$ cat config.mk
export PLATFORM = sky130hd
export DESIGN_NAME = ict_core
export DESIGN_NICKNAME = d
export VERILOG_FILES = /design/src/rtl/ict_pkg.sv /design/src/rtl/ict_alu_if.sv /design/src/rtl/ict_alu.sv /design/src/rtl/ict_core.sv
export SDC_FILE = /design/constraint.sdc
export NUM_CORES = 1
export LEC_CHECK = 0
export BUFFER_PORTS_ARGS = -buffer_cell sky130_fd_sc_hd__buf_2
export CELL_PAD_IN_SITES_DETAIL_PLACEMENT = 1
export CELL_PAD_IN_SITES_GLOBAL_PLACEMENT = 1
export CORE_MARGIN = 8
export CORE_UTILIZATION = 44
export DETAILED_ROUTE_END_ITERATION = 12
export HOLD_SLACK_MARGIN = 0.03
export MAX_ROUTING_LAYER = met4
export PLACE_DENSITY = 0.71
export SLEW_MARGIN = 25
export SYNTH_ARGS = -nofsm -noshare
export SYNTH_HDL_FRONTEND = slang
export SYNTH_HIERARCHICAL = 1
export SYNTH_SLANG_ARGS = --single-unit
$ cat constraint.sdc
create_clock -name SYS_CLK -period 10.2 [get_ports SYS_CLK]
set_input_delay 2.04 -clock SYS_CLK [delete_from_list [all_inputs] [get_ports SYS_CLK]]
set_output_delay 2.04 -clock SYS_CLK [all_outputs]
set_load 0.01 [all_outputs]
$ cat src/rtl/ict_pkg.sv
/*
  Constants and types for the instruction cycle timing block.
  Assumes a core that presents one decoded instruction class per cycle.
*/
package ict_pkg;
  // ==========================================================
  // Timing
  localparam int unsigned PHASES_PER_CYCLE = 4;
  localparam int unsigned PHASE_W = 2;
  localparam logic [1:0] PHASE_RESET = 2'h0;
  localparam logic [1:0] PHASE_LAST = 2'h3;
  localparam logic [1:0] PHASE_DECODE = 2'h0;
  localparam logic [1:0] PHASE_EXEC = 2'h3;
  // ==========================================================
  // Data
  localparam int unsigned DATA_W = 8;
  localparam int unsigned PC_W = 14;
  localparam logic [7:0] ACC_RESET = 8'h00;
  localparam logic [13:0] PC_RESET = 14'h0000;
  localparam int unsigned STACK_DEPTH = 12;
  // ==========================================================
  // Operation codes presented to the block
  typedef enum logic [4:0] {
    ICT_OP_NOP = 5'h00,
    ICT_OP_ADD = 5'h01,
    ICT_OP_ADC = 5'h02,
    ICT_OP_SUB = 5'h03,
    ICT_OP_SBC = 5'h04,
    ICT_OP_AND = 5'h05,
    ICT_OP_OR = 5'h06,
    ICT_OP_XOR = 5'h07,
    ICT_OP_CPL = 5'h08,
    ICT_OP_INC = 5'h09,
    ICT_OP_DEC = 5'h0A,
    ICT_OP_MOV_TO_ACC = 5'h0B,
    ICT_OP_MOV_TO_MEM = 5'h0C,
    ICT_OP_MOV_IMM = 5'h0D,
    ICT_OP_JUMP = 5'h0E,
    ICT_OP_CALL = 5'h0F,
    ICT_OP_RET = 5'h10,
    ICT_OP_INTERRUPT_EXIT_OP = 5'h11,
    ICT_OP_TABLE_RD = 5'h12,
    ICT_OP_SKIP_Z = 5'h13,
    ICT_OP_SKIP_NZ = 5'h14
  } ict_op_t;
  // ==========================================================
  // Sequencer states
  typedef enum logic [0:0] {
    ICT_ST_RUN = 1'b0,
    ICT_ST_FLUSH = 1'b1
  } ict_state_t;
endpackage

$ cat src/rtl/ict_alu_if.sv
/*
  Interface carrying operands and results between the sequencer and
  its arithmetic unit. Assumes one clock; purely combinational links.
*/
`timescale 1ns/1ps
interface ict_alu_if;
  logic [4:0] op;
  logic [7:0] acc;
  logic [7:0] mem;
  logic [7:0] imm;
  logic use_imm;
  logic carry_in;
  logic [7:0] result;
  logic carry_out;
  logic carry_upd;
  logic zero_out;
  logic zero_upd;
  logic to_mem;
  logic to_acc;
  modport seq (output op, acc, mem, imm, use_imm, carry_in,
    input result, carry_out, carry_upd, zero_out, zero_upd, to_mem, to_acc);
  modport alu (input op, acc, mem, imm, use_imm, carry_in,
    output result, carry_out, carry_upd, zero_out, zero_upd, to_mem, to_acc);
endinterface

$ cat src/rtl/ict_alu.sv
/*
  Eight-bit arithmetic and logic unit of the core.
  Assumes operands are stable within the instruction cycle.
*/
`timescale 1ns/1ps
module ict_alu (
  ict_alu_if.alu a,
  input wire logic to_mem_sel
);
  // ==========================================================
  // Operand selection
  wire logic [7:0] opnd = a.use_imm ? a.imm : a.mem;
  wire logic [8:0] sum = {1'b0, a.acc} + {1'b0, opnd}
    + {8'h00, (a.op == 5'h02) & a.carry_in};
  // Borrow when acc - opnd (- not carry) drops below zero
  wire logic [8:0] diff = {1'b0, a.acc} - {1'b0, opnd}
    - {8'h00, (a.op == 5'h04) & ~a.carry_in};
  wire logic is_add = a.op == 5'h01 || a.op == 5'h02;
  wire logic is_sub = a.op == 5'h03 || a.op == 5'h04;
  wire logic is_logic = a.op >= 5'h05 && a.op <= 5'h08;
  wire logic is_step = a.op == 5'h09 || a.op == 5'h0A;
  wire logic is_arith = is_add || is_sub;
  // ==========================================================
  // Result selection
  always_comb
  begin
    unique case (a.op)
      5'h01, 5'h02: a.result = sum[7:0]; // RL6
      5'h03, 5'h04: a.result = diff[7:0]; // RL6
      5'h05: a.result = a.acc & opnd;
      5'h06: a.result = a.acc | opnd;
      5'h07: a.result = a.acc ^ opnd;
      5'h08: a.result = ~a.mem;
      5'h09: a.result = a.mem + 8'h01; // RL7
      5'h0A: a.result = a.mem - 8'h01; // RL7
      5'h0B: a.result = a.mem; // RL8
      5'h0C: a.result = a.acc; // RL8
      5'h0D: a.result = a.imm; // RL8
      default: a.result = a.mem;
    endcase
  end
  // Carry set on sum over 255, cleared on borrow below 0
  assign a.carry_out = is_add ? sum[8] : ~diff[8]; // RL6
  assign a.carry_upd = is_arith;
  // Logic ops touch only zero, never carry
  assign a.zero_out = a.result == 8'h00; // RL9
  assign a.zero_upd = is_arith || is_logic || is_step; // RL9
  assign a.to_mem = a.op == 5'h0C || ((is_step || a.op == 5'h08)
    && to_mem_sel); // RL7
  assign a.to_acc = (a.op >= 5'h01 && a.op <= 5'h0D && a.op != 5'h0C
    && !((is_step || a.op == 5'h08) && to_mem_sel)); // RL7
endmodule

$ cat src/rtl/ict_core.sv
/*
  Instruction cycle sequencer: phase counter, program counter, return
  stack, flags and accumulator of an 8-bit core.
  Assumes instruction words are fetched by the surroundings from
  FETCH_ADDR and presented decoded on OP and the operand ports; data
  memory answers MEM_RDATA combinationally for the operand address.
*/
`timescale 1ns/1ps
// How it works
// RL1: Every instruction cycle is four system clocks, counted by a phase.
// RL2: Ordinary data operations retire in one instruction cycle.
// RL3: Jump, call, return, interrupt return and table read take two cycles.
// RL4: A write to the program counter low byte jumps and adds one cycle.
// RL5: A skip costs one cycle, plus one more when the next op is skipped.
// RL6: Add and subtract are 8-bit, carry above 255, borrow below 0.
// RL7: Increment and decrement change by one, to memory or accumulator.
// RL8: Moves go memory to acc, acc to memory, or constant to acc.
// RL9: Logic operations set zero on a zero result and keep carry.
// RL10: A return resumes at the address after the calling instruction.
// RL11: The extra cycle discards the prefetched op and fetches anew.
module ict_core #(
  parameter int unsigned DEPTH = ict_pkg::STACK_DEPTH
) (
  input wire logic SYS_CLK,
  input wire logic RST,
  input wire logic [4:0] OP,
  input wire logic [7:0] IMM,
  input wire logic USE_IMM,
  input wire logic TO_MEM,
  input wire logic [13:0] TARGET,
  input wire logic [7:0] MEM_RDATA,
  input wire logic MEM_IS_PCL,
  input wire logic [2:0] BIT_SEL,
  input wire logic BIT_TEST,
  output logic [13:0] FETCH_ADDR,
  output logic [1:0] PHASE,
  output logic RETIRE,
  output logic FLUSH,
  output logic MEM_WE,
  output logic [7:0] MEM_WDATA,
  output logic TABLE_RD,
  output logic [7:0] ACC,
  output logic CARRY,
  output logic ZERO,
  output logic INT_ENABLE
);
  // ==========================================================
  // State
  logic [1:0] phase_ff;
  ict_pkg::ict_state_t state_ff;
  logic [13:0] pc_ff;
  logic [7:0] acc_ff;
  logic carry_ff;
  logic zero_ff;
  logic inten_ff;
  logic [13:0] stack_ff [DEPTH];
  logic [3:0] sp_ff;
  logic retire_ff;
  logic flush_ff;
  logic we_ff;
  logic [7:0] wdata_ff;
  logic tbl_ff;
  ict_alu_if alu_bus ();
  // ==========================================================
  // Arithmetic unit link
  assign alu_bus.op = OP;
  assign alu_bus.acc = acc_ff;
  assign alu_bus.mem = MEM_RDATA;
  assign alu_bus.imm = IMM;
  assign alu_bus.use_imm = USE_IMM;
  assign alu_bus.carry_in = carry_ff;
  ict_alu u_alu (
    .a(alu_bus.alu),
    .to_mem_sel(TO_MEM)
  );
  // ==========================================================
  // Decode of the current instruction
  wire logic exec = phase_ff == ict_pkg::PHASE_EXEC; // RL1
  wire logic run = state_ff == ict_pkg::ICT_ST_RUN;
  wire logic do_exec = exec && run;
  wire logic is_jump = OP == ict_pkg::ICT_OP_JUMP;
  wire logic is_call = OP == ict_pkg::ICT_OP_CALL;
  wire logic is_ret = OP == ict_pkg::ICT_OP_RET;
  wire logic is_interrupt_exit_op = OP == ict_pkg::ICT_OP_INTERRUPT_EXIT_OP;
  wire logic is_tbl = OP == ict_pkg::ICT_OP_TABLE_RD;
  wire logic is_skip = OP == ict_pkg::ICT_OP_SKIP_Z
    || OP == ict_pkg::ICT_OP_SKIP_NZ;
  // Bit test reads one operand bit, else the whole byte
  wire logic tested = BIT_TEST ? MEM_RDATA[BIT_SEL] : |MEM_RDATA;
  wire logic skip_hit = is_skip
    && ((OP == ict_pkg::ICT_OP_SKIP_Z) ? !tested : tested); // RL5
  wire logic pcl_write = alu_bus.to_mem && MEM_IS_PCL; // RL4
  wire logic is_return = is_ret || is_interrupt_exit_op;
  wire logic sp_empty = sp_ff == 4'h0;
  wire logic [13:0] pc_inc = pc_ff + 14'h0001;
  wire logic [13:0] ret_addr = stack_ff[sp_ff - 4'h1];
  wire logic two_cycle = is_jump || is_call || is_return || is_tbl
    || pcl_write || skip_hit; // RL3 RL4 RL5
  // Next program counter; skip passes over the prefetched op
  wire logic [13:0] nxt_pc = (is_jump || is_call) ? TARGET
    : is_return ? (sp_empty ? pc_ff : ret_addr) // RL10
    : pcl_write ? {pc_ff[13:8], alu_bus.result} // RL4
    : skip_hit ? pc_inc // RL5
    : pc_ff; // RL3
  // Ordinary ops step on; two-cycle ops take nxt_pc, and a table
  // read holds the PC so that its flush cycle fetches the next op again
  wire logic [13:0] nxt_seq = two_cycle ? nxt_pc : pc_inc; // RL3 RL11
  wire logic [1:0] nxt_phase = phase_ff + 2'h1; // RL1
  // ==========================================================
  // Phase counter, four clocks per instruction cycle
  // Wraps from three to zero; strobes fall in phase zero
  always_ff @(posedge SYS_CLK or posedge RST)
  begin
    if (RST)
      phase_ff <= ict_pkg::PHASE_RESET;
    else
      phase_ff <= nxt_phase; // RL1
  end
  // ==========================================================
  // Sequencer: flush state inserts the discarded fetch cycle
  always_ff @(posedge SYS_CLK or posedge RST)
  begin
    if (RST)
      state_ff <= ict_pkg::ICT_ST_RUN;
    else if (exec)
    begin
      unique case (state_ff)
        ict_pkg::ICT_ST_RUN:
          state_ff <= two_cycle ? ict_pkg::ICT_ST_FLUSH
            : ict_pkg::ICT_ST_RUN; // RL3 RL11
        ict_pkg::ICT_ST_FLUSH:
          state_ff <= ict_pkg::ICT_ST_RUN; // RL11
      endcase
    end
  end
  // ==========================================================
  // Program counter
  always_ff @(posedge SYS_CLK or posedge RST)
  begin
    if (RST)
      pc_ff <= ict_pkg::PC_RESET;
    else if (do_exec)
      pc_ff <= nxt_seq; // RL11
    else if (exec)
      pc_ff <= pc_inc; // RL11
  end
  // ==========================================================
  // Return stack; call pushes the address after itself
  // A full stack drops the push; an empty one leaves the PC on return
  always_ff @(posedge SYS_CLK or posedge RST)
  begin
    if (RST)
      sp_ff <= 4'h0;
    else if (do_exec && is_call && sp_ff != 4'(DEPTH))
      sp_ff <= sp_ff + 4'h1;
    else if (do_exec && is_return && !sp_empty)
      sp_ff <= sp_ff - 4'h1;
  end
  // Stack entries hold no reset; only pushed slots are ever read
  always_ff @(posedge SYS_CLK)
  begin
    if (do_exec && is_call && sp_ff != 4'(DEPTH))
      stack_ff[sp_ff] <= pc_ff; // RL10
  end
  // ==========================================================
  // Accumulator and flags
  always_ff @(posedge SYS_CLK or posedge RST)
  begin
    if (RST)
    begin
      acc_ff <= ict_pkg::ACC_RESET;
      carry_ff <= 1'b0;
      zero_ff <= 1'b0;
      inten_ff <= 1'b0;
    end
    else if (do_exec)
    begin
      if (alu_bus.to_acc)
        acc_ff <= alu_bus.result; // RL8
      if (alu_bus.carry_upd)
        carry_ff <= alu_bus.carry_out; // RL6
      if (alu_bus.zero_upd)
        zero_ff <= alu_bus.zero_out; // RL9
      // Interrupt return opens interrupts again
      if (is_interrupt_exit_op)
        inten_ff <= 1'b1;
    end
  end
  // ==========================================================
  // Strobes to the surroundings
  always_ff @(posedge SYS_CLK or posedge RST)
  begin
    if (RST)
    begin
      retire_ff <= 1'b0;
      flush_ff <= 1'b0;
      we_ff <= 1'b0;
      wdata_ff <= 8'h00;
      tbl_ff <= 1'b0;
    end
    else
    begin
      retire_ff <= exec && (run ? !two_cycle : 1'b1); // RL2 RL3
      flush_ff <= do_exec && two_cycle; // RL11
      // Write data follows the unit every clock; only the strobe counts
      we_ff <= do_exec && alu_bus.to_mem; // RL7
      wdata_ff <= alu_bus.result;
      tbl_ff <= do_exec && is_tbl;
    end
  end
  assign FETCH_ADDR = pc_ff;
  assign PHASE = phase_ff;
  assign RETIRE = retire_ff;
  assign FLUSH = flush_ff;
  assign MEM_WE = we_ff;
  assign MEM_WDATA = wdata_ff;
  assign TABLE_RD = tbl_ff;
  assign ACC = acc_ff;
  assign CARRY = carry_ff;
  assign ZERO = zero_ff;
  assign INT_ENABLE = inten_ff;
endmodule

==> results summary <==
The flow ran to the end, and the final reports show no timing, DRC or antenna violations. The tightest slew margin relative to the limit is 34.6%. After floorplanning, the core was sized to cover 0.0250 mm². The effective utilization at floorplan came out at 44.4%.

The worst path in the final design needs a cycle of 6.03 ns, including I/O delays and setup. The layout overhead on the synthesized area came out at 14.0%. The number of enable flip-flop cells after synthesis is 168. Of all flip-flops after synthesis, the portion carrying an async set or reset was 20.8%. Leaving out fill and tap cells, the most frequent cell in the layout is edfxtp_1. Of the total power, combinational logic draws 33.3%. The filler cell count in the final layout came out at 2584. The proportion of layout cells with a drive suffix above 1 came out at 22.8%. The number of nets in the finished design came out at 1018. Global routing consumed, on the met1 layer, 29.7% of the routing resources. Setup repair after global routing left no endpoint under its margin. The worst setup skew after layout is 0.0130 ns. The multi-input combinational cells in the finished layout cover a total of 0.00467 mm². The total global routing track utilization came out at 20.9%. The average instance in the mapped netlist occupies 13.2 µm². The number of iterations in the first detailed-routing pass came out at 5.

Entering global routing, the biggest net connects 51 pins. The critical path startpoint category is an input pin. The count of H-tree levels built during CTS is 1. The horizontal extent of the die is 175 µm. The power density over cell area came out at 232 mW/mm².

In this run the worst path has a maximum fanout of 22. The first global-routing pass estimated 48.3 mm of wire. The leakage power is 4.69 nW.

The number of global-route vias before repair came to 7894. In this run the clock root is driven by a clkbuf_16. For this run, the register share of the synthesized area comes to 55.3%. The number of hold-repair buffers added at the cts stage came out at 0. The die outline height came out at 175 µm. The number of nets with antenna violations after routing is 0. The HPWL after detailed placement came out at 22.1 mm. The number of warnings issued by yosys is 6. By area the synthesized netlist is led by edfxtp_1, dfrtp_1, mux4_2.

The setup path with the least slack is of type input pin to register. In the final layout, flip-flops and latches occupy 0.00615 mm². The floorplan step defined a die boundary enclosing 0.0306 mm². The CTS buffer count is 23. The placer's final routability congestion estimate came out at 0.862. The count of final hold-check violations is 0.

The initial antenna violation count is 0. The met3 usage in global routing came out at 3.82%. For this run, the top clock speed supported by timing is 0.166 GHz. In this run, post-CTS repair resized a total of 0 instances. Summing every instance area after synthesis gives 0.0111 mm². For the worst-skew pair, the clock arrives at the later sink with an insertion delay of 0.52 ns.

The number of diodes added for antenna fixing came out at 0. The share of the synthesized area in the top cell type is 45.4%. STA puts the critical path data required time at 10.64 ns. The post-placement worst setup slack came out at 3.74 ns. For this run the aggregate overflow at the end of global routing stands at 0. The proportion of power drawn by flip-flops and latches is 37.8%. The met2 demand-to-capacity share in global routing is 30.9%.

The number of sinks on the clock net is 212. The count of final max-slew check failures was 0. 83 I/O pins were placed. The prevailing post-synth register cell is edfxtp_1. The flop and latch count out of synthesis is 212. The post-CTS setup buffer count came out at 0. The number of input and output port buffers inserted came out at 82. Of all cell types, the one taking the most synthesized area is edfxtp_1. The detailed router's first-iteration violation count came out at 703. Overall power consumption after layout is estimated at 0.00294 W. STA classifies the critical path endpoint as a register. The detailed-route wire length came out at 31.8 mm. The post-route fraction of the period consumed by the critical path came out at 59.1%. The post-detailed-placement cell area came out at 0.0119 mm². The total net switching power came out at 0.000995 W. Cell internal power was estimated by the tool at 0.00194 W. The worst IR drop on VDD is 0.183 mV. The TritonCTS clock tree is done. The arrival time of the worst setup path came out at 6.46 ns. The type of the tightest min-delay check is register to register.

The gate count of the mapped netlist is 842. The cell row count is 58. For this block, the via count after detailed routing is 7747.

The via density per instance came out at 6.09. The final-layout worst hold slack came out at 0.458 ns. The finished layout cell area is 0.0127 mm².

Counting every net in the synthesized netlist gives 933. The buffer levels on the longest clock path came out at 3. The switching share of power is 33.9%. The number of max-capacitance violations reported came out at 0. The worst setup slack after layout is 4.17 ns.

For the final routed database, the setup TNS stands at 0 ns. The clock edge transition at the registers on the reported setup and hold paths came out at 0.06 ns. The top cell types in the final layout, fill and taps aside, are edfxtp_1, buf_2, nand2_1.

The portion of total power attributed to the clock network is 29.0%. The number of different library cells used by synthesis comes to 78. The count of endpoints failing setup in the final report came out at 0. The average wire length per cell after detail routing is 25.0 µm.

After global routing, the most crowded layer is met2. In the routed design, unresolved DRC markers number 0. The slew at the pin closest to its max-slew limit is 0.979 ns.
Yosys cell counts, types with 21 or more instances:
library cell / instances
mux4_2: 43
nand3_1: 30
nor2_1: 40
mux2i_1: 31
clkbuf_1: 21
nand2_1: 45
nor3_1: 29
dfrtp_1: 44
inv_1: 36
o21ai_0: 40
a21oi_1: 27
edfxtp_1: 168
ha_1: 42
state kept, by name (all words and copies together), names as in the netlist:
register    flops
stack_ff      168
FETCH_ADDR     14
ACC             8
MEM_WDATA       8
sp_ff           4
PHASE           2
CARRY           1
FLUSH           1
INT_ENABLE      1
MEM_WE          1
RETIRE          1
TABLE_RD        1
ZERO            1
state_ff        1
routing by layer:
| layer | part of all wire [%] | vias up |
|---|---|---|
| met5 | 0 | - |
| met4 | 1.8 | 0 |
| met3 | 7.1 | 40 |
| met2 | 45 | 267 |
| met1 | 46 | 3973 |
| li1 | - | 3467 |
critical path, cell delays in order:
cell	delay [ns]
buf_2	0.30
nor2b_1	0.57
nand3b_1	0.21
fa_1	0.57
inv_1	0.06
ha_1	0.18
or2_2	0.30
fa_1	0.40
o21ai_0	0.23
nor2b_1	0.21
xnor2_1	0.14
nand2_1	0.07
a31oi_1	0.31
o32ai_1	0.15
a2111oi_0	0.39
mux2i_1	0.14
a2bb2oi_1	0.17
logic make-up (layout without fill, tap and decap cells):
kind of cell / after synthesis / count (layout) / synth area share, %
simple gates: 233 / 233 / 11.3
flops: 212 / 212 / 55.3
compound gates: 168 / 168 / 10.5
mux: 85 / 85 / 12.6
buf+inv: 76 / 177 / 2.98
fa+ha+maj: 47 / 47 / 5.62
xor+xnor: 21 / 21 / 1.72
power groups by stage:
stage / Sequential (W) / Clock [W] / Combinational (W)
after detailed placement: 0.00113 / 0 / 0.000976
after floorplan: 0.00113 / 0 / 0.000642
after global placement: 0.00112 / 0 / 0.000950
after CTS: 0.00111 / 0.000863 / 0.000982
final: 0.00111 / 0.000851 / 0.000977
after global routing: 0.00112 / 0.000887 / 0.00106
per-stage QoR:
stage | utilization (%) | std cells
5_1_grt | 50.7 | 1273
4_1_cts | 50.7 | 1273
3_5_place_dp | 47.6 | 1232
2_1_floorplan | - | 842
3_3_place_gp | 47.6 | 1232
6_report | 50.7 | 1273
worst paths after layout:
check / startpoint / endpoint / slack, ns / cells after the start
min reg2reg: PHASE[0] / PHASE[0] / 0.46 / 1
max: OP[2] / FETCH_ADDR[4] / 4.17 / 17
min: PHASE[0] / PHASE[0] / 0.46 / 1
max reg2reg: CARRY / FETCH_ADDR[4] / 6.15 / 15
min in group asynchronous: RST / FETCH_ADDR[11] / 1.66 / 2
max in group asynchronous: RST / sp_ff[0] / 7.95 / 2
cell type report:
cell class	count	share of cell area (%)
Multi-Input combinational cell	554	36.8
Sequential cell	212	48.5
Clock buffer	26	4.71
Tap cell	330	3.26
Timing Repair Buffer	99	4.24
Inverter	37	1.12
Clock inverter	15	1.40
No activity file was read; power rests on OpenSTA's default activity.
